<file path="src/hw/scd_cfg.svh">
`ifndef SCD_CFG_SVH
`define SCD_CFG_SVH
// five strap levels as delivered by the level comparator
`define SCD_L0 3'h0
`define SCD_L1 3'h1
`define SCD_L2 3'h2
`define SCD_L3 3'h3
`define SCD_L4 3'h4
// bus target address bases and equalizer index figures
`define SCD_BASE_L1 7'h18
`define SCD_BASE_L2 7'h20
`define SCD_EQ_STEP 5'h05
`define SCD_EQ_MAX 5'h13
// detect timing
`define SCD_CLK_NS 50
`define SCD_POLL_US 150
`define SCD_POLL_CYC 12'((`SCD_POLL_US * 1000) / `SCD_CLK_NS)
`define SCD_WIN_CYC 12'h040
`define SCD_NEED_L1 2'h3
`define SCD_NEED_L2 2'h2
`define SCD_NEED_L4 2'h1
// register offsets
`define SCD_OFS_STAT 8'h00
`define SCD_OFS_ADDR 8'h04
`define SCD_OFS_EQ 8'h08
`define SCD_OFS_GAIN 8'h0C
`define SCD_OFS_LINK 8'h10
// reset values: equalizer index 0, gain level L4 (0 dB) on all channels
`define SCD_EQ_RST 20'h00000
`define SCD_GAIN_RST 12'h924
`endif

</file>
<file path="src/hw/scd_pkg.sv">
package scd_pkg;
   typedef struct packed {
      logic [2:0] mode_strap;
      logic [2:0] eq_low_addr_strap;
      logic [2:0] eq_high_strap;
      logic [2:0] detect_cfg_scl_strap;
      logic [2:0] dc_gain_sda_strap;
   } scd_straps_type;

   typedef enum logic [2:0] {
      SCD_DS_OFF = 3'b000,
      SCD_DS_HIZ = 3'b001,
      SCD_DS_WAIT = 3'b010,
      SCD_DS_PROBE = 3'b011,
      SCD_DS_DONE = 3'b100
   } scd_det_type;

   typedef struct packed {
      scd_straps_type smp;
      logic sampled;
      logic regm;
      logic [6:0] b0;
      logic [6:0] b1;
      scd_det_type dst;
      logic [11:0] timer;
      logic [1:0] good;
      logic term;
      logic probe;
      logic [19:0] eq_reg;
      logic [11:0] gain_reg;
      logic [19:0] eq_ch;
      logic [11:0] gain_ch;
      logic scl_prev;
      logic [7:0] scl_cnt;
      logic ready;
      logic err;
      logic [31:0] rdata;
   } scd_state_type;
endpackage

</file>
<file path="src/hw/scd_top.sv">
`timescale 1ns/1ps
`default_nettype none
`include "scd_cfg.svh"
// Functional notes
// - each strap resolves to one of five levels, L0 to L4
// - mode L0 selects pin control, L1 or L2 register control, L3/L4 reserved
// - channels 0-1 form bank 0, 2-3 bank 1, each at its own address
// - straps sampled once after power-on reset release; addresses come from it
// - mode L1: bank 0 at 0x18/1A/1C/1E by address strap, bank 1 one above
// - mode L2: bank 0 at 0x20/22/24/26, bank 1 one above, up to 0x27
// - pin control: one index, five times high strap plus low strap, 0 to 19
// - register control: per-channel equalizer set by host writes
// - power-down low, detect L0: detect machine off, inputs always terminated
// - detect L1: poll until three consecutive valid detections
// - detect L2: poll until two consecutive valid detections
// - detect L4: poll about every 150 us until valid termination; L3 reserved
// - power-down high: detect logic held in reset, inputs high impedance
// - detection cycle runs at power up and after power-down release
// - pin control: gain from gain strap, L4 meaning 0 dB
// - register control: per-channel gain set by host writes
module scd_top (
   input wire logic clk, // 20 MHz system clock
   input wire logic rst, // synchronous reset, active high
   input wire logic psel, // apb select
   input wire logic penable, // apb enable
   input wire logic pwrite, // apb direction
   input wire logic [7:0] paddr, // apb byte address
   input wire logic [31:0] pwdata, // apb write data
   output logic [31:0] prdata, // apb read data
   output logic pready, // apb ready
   output logic pslverr, // apb error on unmapped offset
   input wire scd_pkg::scd_straps_type straps, // strap level codes
   input wire logic scl_pin, // clock line view of detect strap
   input wire logic sda_in, // data line input
   output logic sda_out, // data line drive value
   output logic sda_oe, // data line output enable
   input wire logic power_down_pin, // power-down, active high
   input wire logic por_done, // internal power-on reset released
   input wire logic det_valid, // far-end probe result ready
   input wire logic det_present, // far-end termination seen
   output logic det_probe, // one-cycle request for a probe
   output logic term_found, // valid far-end termination found
   output logic inputs_hiz, // inputs high impedance
   output logic inputs_term, // inputs terminated
   output logic reg_mode, // register control selected
   output logic [6:0] bank0_addr, // bank 0 target address
   output logic [6:0] bank1_addr, // bank 1 target address
   output logic [19:0] eq_ch, // four 5-bit equalizer indices
   output logic [11:0] gain_ch // four 3-bit gain levels
);
   scd_pkg::scd_state_type st_r;
   scd_pkg::scd_state_type st_nxt;
   scd_pkg::scd_straps_type straps_s;
   logic scl_s;
   logic pd_s;
   logic por_s;
   logic dv_s;
   logic dp_s;
   logic access;

   // every pin input passes two flops before use
   scd_sync #(.W(20)) u_sync (
      .clk(clk),
      .rst(rst),
      .d({straps, scl_pin, power_down_pin, por_done, det_valid, det_present}),
      .q({straps_s, scl_s, pd_s, por_s, dv_s, dp_s})
   );

   // comparator codes above L4 read as a floating pin
   function automatic logic [2:0] lvl(input logic [2:0] x);
      lvl = (x > `SCD_L4) ? `SCD_L4 : x;
   endfunction

   // consecutive detections needed per detect level
   function automatic logic [1:0] need(input logic [2:0] d);
      unique case (d)
         `SCD_L1: need = `SCD_NEED_L1;
         `SCD_L2: need = `SCD_NEED_L2;
         default: need = `SCD_NEED_L4;
      endcase
   endfunction

   assign access = psel & penable;

   always_comb begin
      logic [4:0] pin_idx;
      logic [6:0] base;
      logic start_off;
      pin_idx = '0;
      base = '0;
      start_off = 1'b0;
      st_nxt = st_r;
      st_nxt.probe = 1'b0;
      st_nxt.ready = 1'b0;
      st_nxt.err = 1'b0;

      // one-shot strap capture after power-on reset release
      if (!st_r.sampled && por_s) begin
         st_nxt.sampled = 1'b1;
         st_nxt.smp.mode_strap = lvl(straps_s.mode_strap);
         st_nxt.smp.eq_low_addr_strap = lvl(straps_s.eq_low_addr_strap);
         st_nxt.smp.eq_high_strap = lvl(straps_s.eq_high_strap);
         st_nxt.smp.detect_cfg_scl_strap = lvl(straps_s.detect_cfg_scl_strap);
         st_nxt.smp.dc_gain_sda_strap = lvl(straps_s.dc_gain_sda_strap);
         st_nxt.regm = (straps_s.mode_strap == `SCD_L1) ||
                       (straps_s.mode_strap == `SCD_L2);
         base = (straps_s.mode_strap == `SCD_L1) ? `SCD_BASE_L1 : `SCD_BASE_L2;
         // address strap L4 has no pair; it maps to the top pair
         if (lvl(straps_s.eq_low_addr_strap) > `SCD_L3) begin
            base = base + 7'h06;
         end else begin
            base = base + {3'h0, lvl(straps_s.eq_low_addr_strap), 1'b0};
         end
         st_nxt.b0 = st_nxt.regm ? base : 7'h00;
         st_nxt.b1 = st_nxt.regm ? (base | 7'h01) : 7'h00;
      end

      // pin-mode equalizer index; a high strap at L4 saturates
      if (st_r.smp.eq_high_strap > `SCD_L3) begin
         pin_idx = `SCD_EQ_MAX;
      end else begin
         pin_idx = 5'(st_r.smp.eq_high_strap) * `SCD_EQ_STEP +
                   5'(st_r.smp.eq_low_addr_strap);
      end
      if (st_r.regm) begin
         st_nxt.eq_ch = st_r.eq_reg;
         st_nxt.gain_ch = st_r.gain_reg;
      end else if (st_r.sampled) begin
         st_nxt.eq_ch = {4{pin_idx}};
         st_nxt.gain_ch = {4{st_r.smp.dc_gain_sda_strap}};
      end

      // detect machine, idle until the straps are known
      start_off = (st_r.smp.detect_cfg_scl_strap == `SCD_L0) ||
                  (st_r.smp.detect_cfg_scl_strap == `SCD_L3);
      if (!st_r.sampled || pd_s) begin
         st_nxt.dst = scd_pkg::SCD_DS_HIZ;
         st_nxt.term = 1'b0;
         st_nxt.good = '0;
         st_nxt.timer = '0;
      end else begin
         unique case (st_r.dst)
            scd_pkg::SCD_DS_HIZ: begin
               // leaving reset or power-down starts a fresh cycle
               st_nxt.timer = '0;
               st_nxt.good = '0;
               if (start_off) begin
                  st_nxt.dst = scd_pkg::SCD_DS_OFF;
               end else begin
                  st_nxt.dst = scd_pkg::SCD_DS_PROBE;
                  st_nxt.probe = 1'b1;
               end
            end
            scd_pkg::SCD_DS_OFF: begin
               st_nxt.dst = scd_pkg::SCD_DS_OFF;
            end
            scd_pkg::SCD_DS_WAIT: begin
               st_nxt.timer = st_r.timer + 12'h001;
               if (st_r.timer == `SCD_POLL_CYC - 12'h001) begin
                  st_nxt.timer = '0;
                  st_nxt.dst = scd_pkg::SCD_DS_PROBE;
                  st_nxt.probe = 1'b1;
               end
            end
            scd_pkg::SCD_DS_PROBE: begin
               st_nxt.timer = st_r.timer + 12'h001;
               if (dv_s && dp_s) begin
                  st_nxt.timer = '0;
                  st_nxt.good = st_r.good + 2'h1;
                  if (st_r.good + 2'h1 == need(st_r.smp.detect_cfg_scl_strap)) begin
                     st_nxt.dst = scd_pkg::SCD_DS_DONE;
                     st_nxt.term = 1'b1;
                  end else begin
                     st_nxt.dst = scd_pkg::SCD_DS_WAIT;
                  end
               end else if (dv_s || st_r.timer == `SCD_WIN_CYC - 12'h001) begin
                  // a miss or a silent probe breaks the run
                  st_nxt.timer = '0;
                  st_nxt.good = '0;
                  st_nxt.dst = scd_pkg::SCD_DS_WAIT;
               end
            end
            scd_pkg::SCD_DS_DONE: begin
               st_nxt.dst = scd_pkg::SCD_DS_DONE;
            end
            default: begin
               st_nxt.dst = scd_pkg::SCD_DS_HIZ;
            end
         endcase
      end

      // clock line activity once the strap pins turn into the two-wire port
      st_nxt.scl_prev = scl_s;
      if (st_r.regm && scl_s && !st_r.scl_prev) begin
         st_nxt.scl_cnt = st_r.scl_cnt + 8'h01;
      end

      // apb: one wait state, data and error staged with pready
      if (access && !st_r.ready) begin
         st_nxt.ready = 1'b1;
         st_nxt.rdata = '0;
         unique case (paddr)
            `SCD_OFS_STAT: st_nxt.rdata = {11'h000, st_r.term, st_r.dst,
                                           st_r.smp, st_r.regm, st_r.sampled};
            `SCD_OFS_ADDR: st_nxt.rdata = {17'h00000, st_r.b1, 1'b0, st_r.b0};
            `SCD_OFS_EQ: st_nxt.rdata = {12'h000, st_r.eq_reg};
            `SCD_OFS_GAIN: st_nxt.rdata = {20'h00000, st_r.gain_reg};
            `SCD_OFS_LINK: st_nxt.rdata = {24'h000000, st_r.scl_cnt};
            default: st_nxt.err = 1'b1;
         endcase
      end
      // write lands on the edge that sees pready; pin mode ignores it
      if (access && st_r.ready && pwrite && st_r.regm) begin
         if (paddr == `SCD_OFS_EQ) begin
            st_nxt.eq_reg = pwdata[19:0];
         end
         if (paddr == `SCD_OFS_GAIN) begin
            st_nxt.gain_reg = pwdata[11:0];
         end
      end
   end

   always_ff @(posedge clk) begin
      if (rst) begin
         st_r <= '0;
         st_r.dst <= scd_pkg::SCD_DS_HIZ;
         st_r.eq_reg <= `SCD_EQ_RST;
         st_r.gain_reg <= `SCD_GAIN_RST;
         st_r.eq_ch <= `SCD_EQ_RST;
         st_r.gain_ch <= `SCD_GAIN_RST;
         st_r.scl_prev <= 1'b1; // clock line idles high: no false edge after reset
      end else begin
         st_r <= st_nxt;
      end
   end

   // outputs straight from the state flops
   assign prdata = st_r.rdata;
   assign pready = st_r.ready;
   assign pslverr = st_r.err;
   assign det_probe = st_r.probe;
   assign term_found = st_r.term;
   assign inputs_hiz = (st_r.dst == scd_pkg::SCD_DS_HIZ);
   assign inputs_term = (st_r.dst != scd_pkg::SCD_DS_HIZ);
   assign reg_mode = st_r.regm;
   assign bank0_addr = st_r.b0;
   assign bank1_addr = st_r.b1;
   assign eq_ch = st_r.eq_ch;
   assign gain_ch = st_r.gain_ch;
   // no two-wire slave behind the pins yet: data line only released
   assign sda_out = 1'b0;
   assign sda_oe = 1'b0;
endmodule
`default_nettype wire

</file>
<file path="src/hw/scd_sync.sv">
`timescale 1ns/1ps
`default_nettype none
module scd_sync #(
   parameter int W = 1
) (
   input wire logic clk, // system clock
   input wire logic rst, // synchronous reset
   input wire logic [W-1:0] d, // asynchronous inputs
   output logic [W-1:0] q // synchronised copy
);
   typedef struct packed {
      logic [W-1:0] s1;
      logic [W-1:0] s2;
   } scd_sync_st_type;
   scd_sync_st_type st_r;
   scd_sync_st_type st_nxt;

   // first stage feeds only the second
   always_comb begin
      st_nxt.s1 = d;
      st_nxt.s2 = st_r.s1;
   end

   always_ff @(posedge clk) begin
      if (rst) begin
         st_r <= '0;
      end else begin
         st_r <= st_nxt;
      end
   end

   assign q = st_r.s2;
endmodule
`default_nettype wire

</file>
<file path="config.mk">
export PLATFORM = sky130hd
export DESIGN_NAME = scd_top
export DESIGN_NICKNAME = d
export VERILOG_FILES = /design/src/hw/scd_pkg.sv /design/src/hw/scd_top.sv /design/src/hw/scd_sync.sv
export VERILOG_INCLUDE_DIRS = /design/src /design/src/hw
export SDC_FILE = /design/constraint.sdc
export NUM_CORES = 1
export LEC_CHECK = 0
export BUFFER_PORTS_ARGS = -buffer_cell sky130_fd_sc_hd__clkbuf_2
export CORE_MARGIN = 1.5
export CORE_UTILIZATION = 60
export CTS_BUF_LIST = sky130_fd_sc_hd__clkbuf_8
export CTS_CLUSTER_DIAMETER = 100
export CTS_CLUSTER_SIZE = 24
export DETAILED_ROUTE_END_ITERATION = 6
export GPL_ROUTABILITY_DRIVEN = 0
export PLACE_DENSITY = 0.94
export SYNTH_ARGS = -nofsm -noshare
export SYNTH_HDL_FRONTEND = slang
export SYNTH_SLANG_ARGS = --single-unit
</file>
<file path="constraint.sdc">
create_clock -name clk -period 4.7 [get_ports clk]
set_input_delay 0.94 -clock clk [delete_from_list [all_inputs] [get_ports clk]]
set_output_delay 0.94 -clock clk [all_outputs]
set_load 0.03 [all_outputs]
</file>
Yosys cells after proc, flatten, opt, wreduce, memory -nomap -nowiden
Index checks and enable logic that the tools add are counted.
Storage, ports and cells
  register bits: 197
  latch bits: 0
  RAM bits: 0
  memory bits (read-only): 0
  bits of input ports: 66
  output and inout bits: 87
  logic and storage cells: 119
  memories: 0
Operators by class
  add/sub/neg operators: 6
  multiply operators: 1
  div/mod/pow operators: 0
  $lt $le $gt $ge: 7
  eq/ne operators: 19
  shifts and indexed selects: 0
  muxes and demuxes: 30
  bitwise logic cells: 2
  reduce and logical (&&, ||, !) cells: 29
Operators by type and width (number)
  $pmux 21 s5: 1
  $mux 32: 2
  $pmux 12 s3: 1
  $mux 17: 2
  $mux 34: 1
  $mux 7: 3
  $mux 3: 6
  $eq 8x4->1 const B: 2
  $eq 3x2->1 const B: 5
  $gt 3x3->1 const B: 5
  $mux 15: 1
  $pmux 3 s5: 1
  $add 12x1->12 const B: 1
  $eq 12x12->1 const B: 1
  $eq 12x6->1 const B: 1
  $eq 3x1->1 const B: 3
  $add 8x1->8 const B: 1
  $eq 8x3->1 const B: 1
  $eq 8x5->1 const B: 1
  $logic_and 1x1->1: 8
  $logic_not 8->1: 1
  $mux 2: 4
  $pmux 2 s2: 2
  $reduce_and 2->1: 4
  25 further kinds: 36

Logic depth before layout (Yosys ltp)
  depth in word-level cells: 9
  gate-level depth with buffers: 8
  depth with buffers taken out: 8

Hierarchy
From an unflattened synthesis, not the netlist that was laid out.
Unflattened totals
  cells, all modules: 860
  area total of the unflattened synthesis: 7935.1 µm²
Modules (own cells, without submodules)
  scd_top: times used 1, cells an instance 776, area an instance 6779.0 µm², seq. area each 2742.6 µm²
  scd_sync: times used 1, cells an instance 84, area an instance 1156.1 µm², seq. area each 800.8 µm²

Worst setup path after synthesis
OpenSTA, ideal clock, no wires.
  path type: reg2out
  from: register st_r[124] (netlist bit)
  to: output inputs_term
  data arrival time: 1.656 ns
  data required time: 3.760 ns
  slack: 2.104 ns
  cell stages (with the launch flop): 4
  buffers on the path: 1
  cell sequence: dfxtp_1 buf_2 nor3b_1 inv_1
On the way
  cells in the longest elaborated chain, start to end: 1
Ends and longest elaborated chain
  start, declared: RTL line scd_top.sv:51  | scd_pkg::scd_state_type st_r;
  start signal, assigned: RTL line scd_top.sv:233  | st_r <= st_nxt;
  $ne 3x1->1: RTL line scd_top.sv:244  | assign inputs_term = (st_r.dst != scd_pkg::SCD_DS_HIZ);
  end, declared: RTL line scd_top.sv:44  | output logic inputs_term,
No other way between the ends.

Final worst setup path
  from: input paddr[3]
  to: register st_r[83] (netlist bit)
On the way
  cells in the longest elaborated chain, start to end: 2
Ends and longest elaborated chain
  start, declared: RTL line scd_top.sv:27  | input wire logic [7:0] paddr,
  $eq 8x4->1
  $reduce_and 2->1 (no source line)
No other way between the ends.
A chain may end at the register's enable or synchronous reset.

==> impl_metrics.json <==
{
  "fin_setup_tns_ns": 0,
  "crit_path_end_kind": "flop",
  "drtIter0Drc": 586,
  "dp_cells": 1020,
  "final_hold_viol_count": 0,
  "initial_core_util_pct": 61.50,
  "async_flop_share_pct": 0,
  "grt_pass1_vias": 5343,
  "required_ns": 5.05,
  "yosysWarnings": 0,
  "coreArea_mm2": 0.01262,
  "syn2layout_area_growth_pct": 6.352,
  "timing.hold.ws_ns": 0.4418,
  "worstSetupStartpointType": "input pin",
  "diodes": 0,
  "h-tree-depth": 4,
  "critPathKind": "input pin to flop",
  "powerDensity_mw_per_mm2": 322.8,
  "gr-total-overflow": 0,
  "final_area_mm2": 0.008254,
  "postRouteAntennaNets": 0,
  "first_pass_iters": 5,
  "yosys_register_bits": 177,
  "synth_area_leaders": "dfxtp_1 46%, buf_4 8.1%, mux2i_1 4.8%, nor2b_1 4.5%, nor2_1 4.2%",
  "place_area_mm2": 0.007889,
  "yosys.area.top_type_share_pct": 45.66,
  "die_h_um": 116.7,
  "final_layout_size_suffix_gt1_share_pct": 21.36,
  "cts_resized": 0,
  "vdd_drop_max_mv": 0.1968,
  "synth_flop_cell": "dfxtp_1",
  "hold_class": "flop to flop",
  "clock-sinks": 177,
  "synth_seq_area_share_pct": 45.66,
  "timing.fmax_mhz": 370.8,
  "fin_cells": 1052,
  "fin_crit_ns": 2.697,
  "clk_latency_ns": 0.46,
  "worstPathMaxFanout": 24,
  "arrival_ns": 3.05,
  "num_vias": 6019,
  "cts_tree": "yes",
  "finalCritPeriodShare_pct": 57.38,
  "std_cell_rows": 41,
  "port_buffers": 123,
  "leakagePower_nw": 3.278,
  "post_cts_buffers": 0,
  "final_max_slew_viol_count": 0,
  "vias_per_cell": 5.721,
  "ff_latch_area_mm2": 0.003543,
  "root_buffer": "clkbuf_8",
  "multi_input_area_mm2": 0.003430,
  "die_w_um": 116.7,
  "grt_first_pass_wirelength_um": 26420,
  "clk_pin_slew_ns": 0.09,
  "rsz0062_at_grt": "no",
  "yosys.area.top_type": "dfxtp_1",
  "cts_made_buffers": 17,
  "finish.utilization_pct": 65.41,
  "synth_edf_count": 0,
  "drt_wl_total_um": 17080,
  "grt_util_all_layers_pct": 25.61,
  "finClkSkew_ns": 0.01253,
  "ctsHoldBuffers": 0,
  "die_area_mm2": 0.01363,
  "nNetsFinal": 945,
  "cap_violations": 0,
  "grt_max_degree": 60,
  "max-slew-margin-rel_pct": 27.15,
  "syn_inst": 831,
  "setup_viol_count_final": 0,
  "postSynthAreaPerCell_um2": 9.340,
  "synth_cell_types": 58,
  "worst_pin_slew_ns": 1.085,
  "dp_hpwl_um": 12050,
  "syn_area_mm2": 0.007761,
  "drc": 0,
  "fill_cells": 980,
  "antenna_found_initial": 0,
  "ioPinCount": 153,
  "status": "finished, final reports clean",
  "wire_per_inst_um": 16.23,
  "ctsLongestPathBuffers": 2
}
==> where the power goes <==
group          leakage (nW)  switching, mW  internal, mW  total, mW
clock network         0.189          0.558         0.403      0.961
logic                  1.65          0.109        0.0551      0.164
registers              1.44         0.0162          1.52       1.54
==> cell type report <==
| type | instances | area share (%) |
|---|---|---|
| well taps | 172 | 2.607 |
| inverters | 12 | 0.5457 |
| repair buffers | 128 | 7.943 |
| multi-input cells | 531 | 41.55 |
| clock buffers | 19 | 3.168 |
| flip-flops and latches | 177 | 42.93 |
| clock inverters | 13 | 1.258 |
==> state kept, by name, summed over array words and instances, names as in the netlist, 6 cells and up <==
| name | count |
|---|---|
| st_r | 74 |
| prdata | 21 |
| eq_ch | 20 |
| u_sync.q | 20 |
| u_sync.st_nxt | 20 |
| gain_ch | 12 |
| bank1_addr | 6 |
==> cell usage in the layout (no fill, tap or decap), drive strengths merged, types with 6 or more instances in the layout <==
cell type,synthesis,final
mux2i,37,37
nand2,54,54
a22oi,29,29
buf,93,6
xnor2,7,7
mux2,9,9
a31oi,8,8
mux4,7,7
nor2,86,86
inv,12,16
nand2b,15,15
ha,11,11
o21ai,26,26
nor3,6,6
a22o,6,6
nand3b,13,13
nor2b,56,56
clkinv,0,8
dfxtp,177,177
nor4,8,8
xor2,9,9
nand3,12,12
clkbuf,33,141
a21oi,64,64
conb,2,17
==> worst max-delay path, cell delays in order <==
cell,delay [ns]
clkbuf_2,0.47
nand2_1,0.21
nor4_4,0.97
nor2b_1,0.14
a211o_1,0.31
==> synth_stat cells (5+ instances only) <==
| cell | count |
|---|---|
| nor3_1 | 5 |
| xor2_1 | 9 |
| a22o_1 | 6 |
| ha_1 | 11 |
| nor2_1 | 86 |
| mux4_2 | 7 |
| mux2_2 | 9 |
| mux2i_1 | 37 |
| nand3b_1 | 13 |
| a22oi_1 | 28 |
| nor2b_1 | 56 |
| nor4_1 | 5 |
| clkbuf_1 | 33 |
| o21ai_0 | 26 |
| nand3_1 | 12 |
| nand2_1 | 54 |
| buf_4 | 84 |
| a31oi_1 | 8 |
| inv_1 | 12 |
| dfxtp_1 | 177 |
| a21oi_1 | 64 |
| nand2b_1 | 15 |
| xnor2_1 | 7 |
==> logic make-up after synthesis <==
logic type / synth area share, %
and+or+nand+nor: 18.54
other: 0.09676
adders and majority gates: 2.031
muxes: 8.109
AOI/OAI and AO/OA: 12.77
xor gates and xnor gates: 1.806
buffers and inverters: 10.99
DFF: 45.66
==> per-stage QoR <==
stage / power (mW) / setup slack, ns
6_report: 2.664 / 2.003
5_1_grt: 2.761 / 1.919
4_1_cts: 2.676 / 2.057
3_5_place_dp: 1.736 / 1.592
3_3_place_gp: 1.732 / 1.683
2_1_floorplan: 1.702 / 2.104
==> path summary, 6_finish.rpt <==
check	startpoint	to	slack, ns	cells after the start
worst min register to register	u_sync.st_nxt[14]$_SDFF_PP0_	u_sync.q[14]$_SDFF_PP0_	0.44	1
worst max register to register	st_r[148]$_SDFFE_PP0P_	eq_ch[9]$_SDFFE_PP0P_	2.27	8
worst min-delay path	u_sync.st_nxt[14]$_SDFF_PP0_	u_sync.q[14]$_SDFF_PP0_	0.44	1
worst max-delay path	paddr[3]	st_r[83]$_SDFFE_PP1P_	2.00	5
==> routing by layer <==
| layer | global-route usage [%] | share of wire, % | up-vias |
|---|---|---|---|
| li1 | - | - | 2834 |
| met1 | 32.18 | 40 | 2757 |
| met2 | 40.27 | 46 | 364 |
| met3 | 5.397 | 9.2 | 64 |
| met4 | 16.14 | 5.3 | 0 |
| met5 | 0 | 0 | - |
Power figures use the tool's default switching activity.
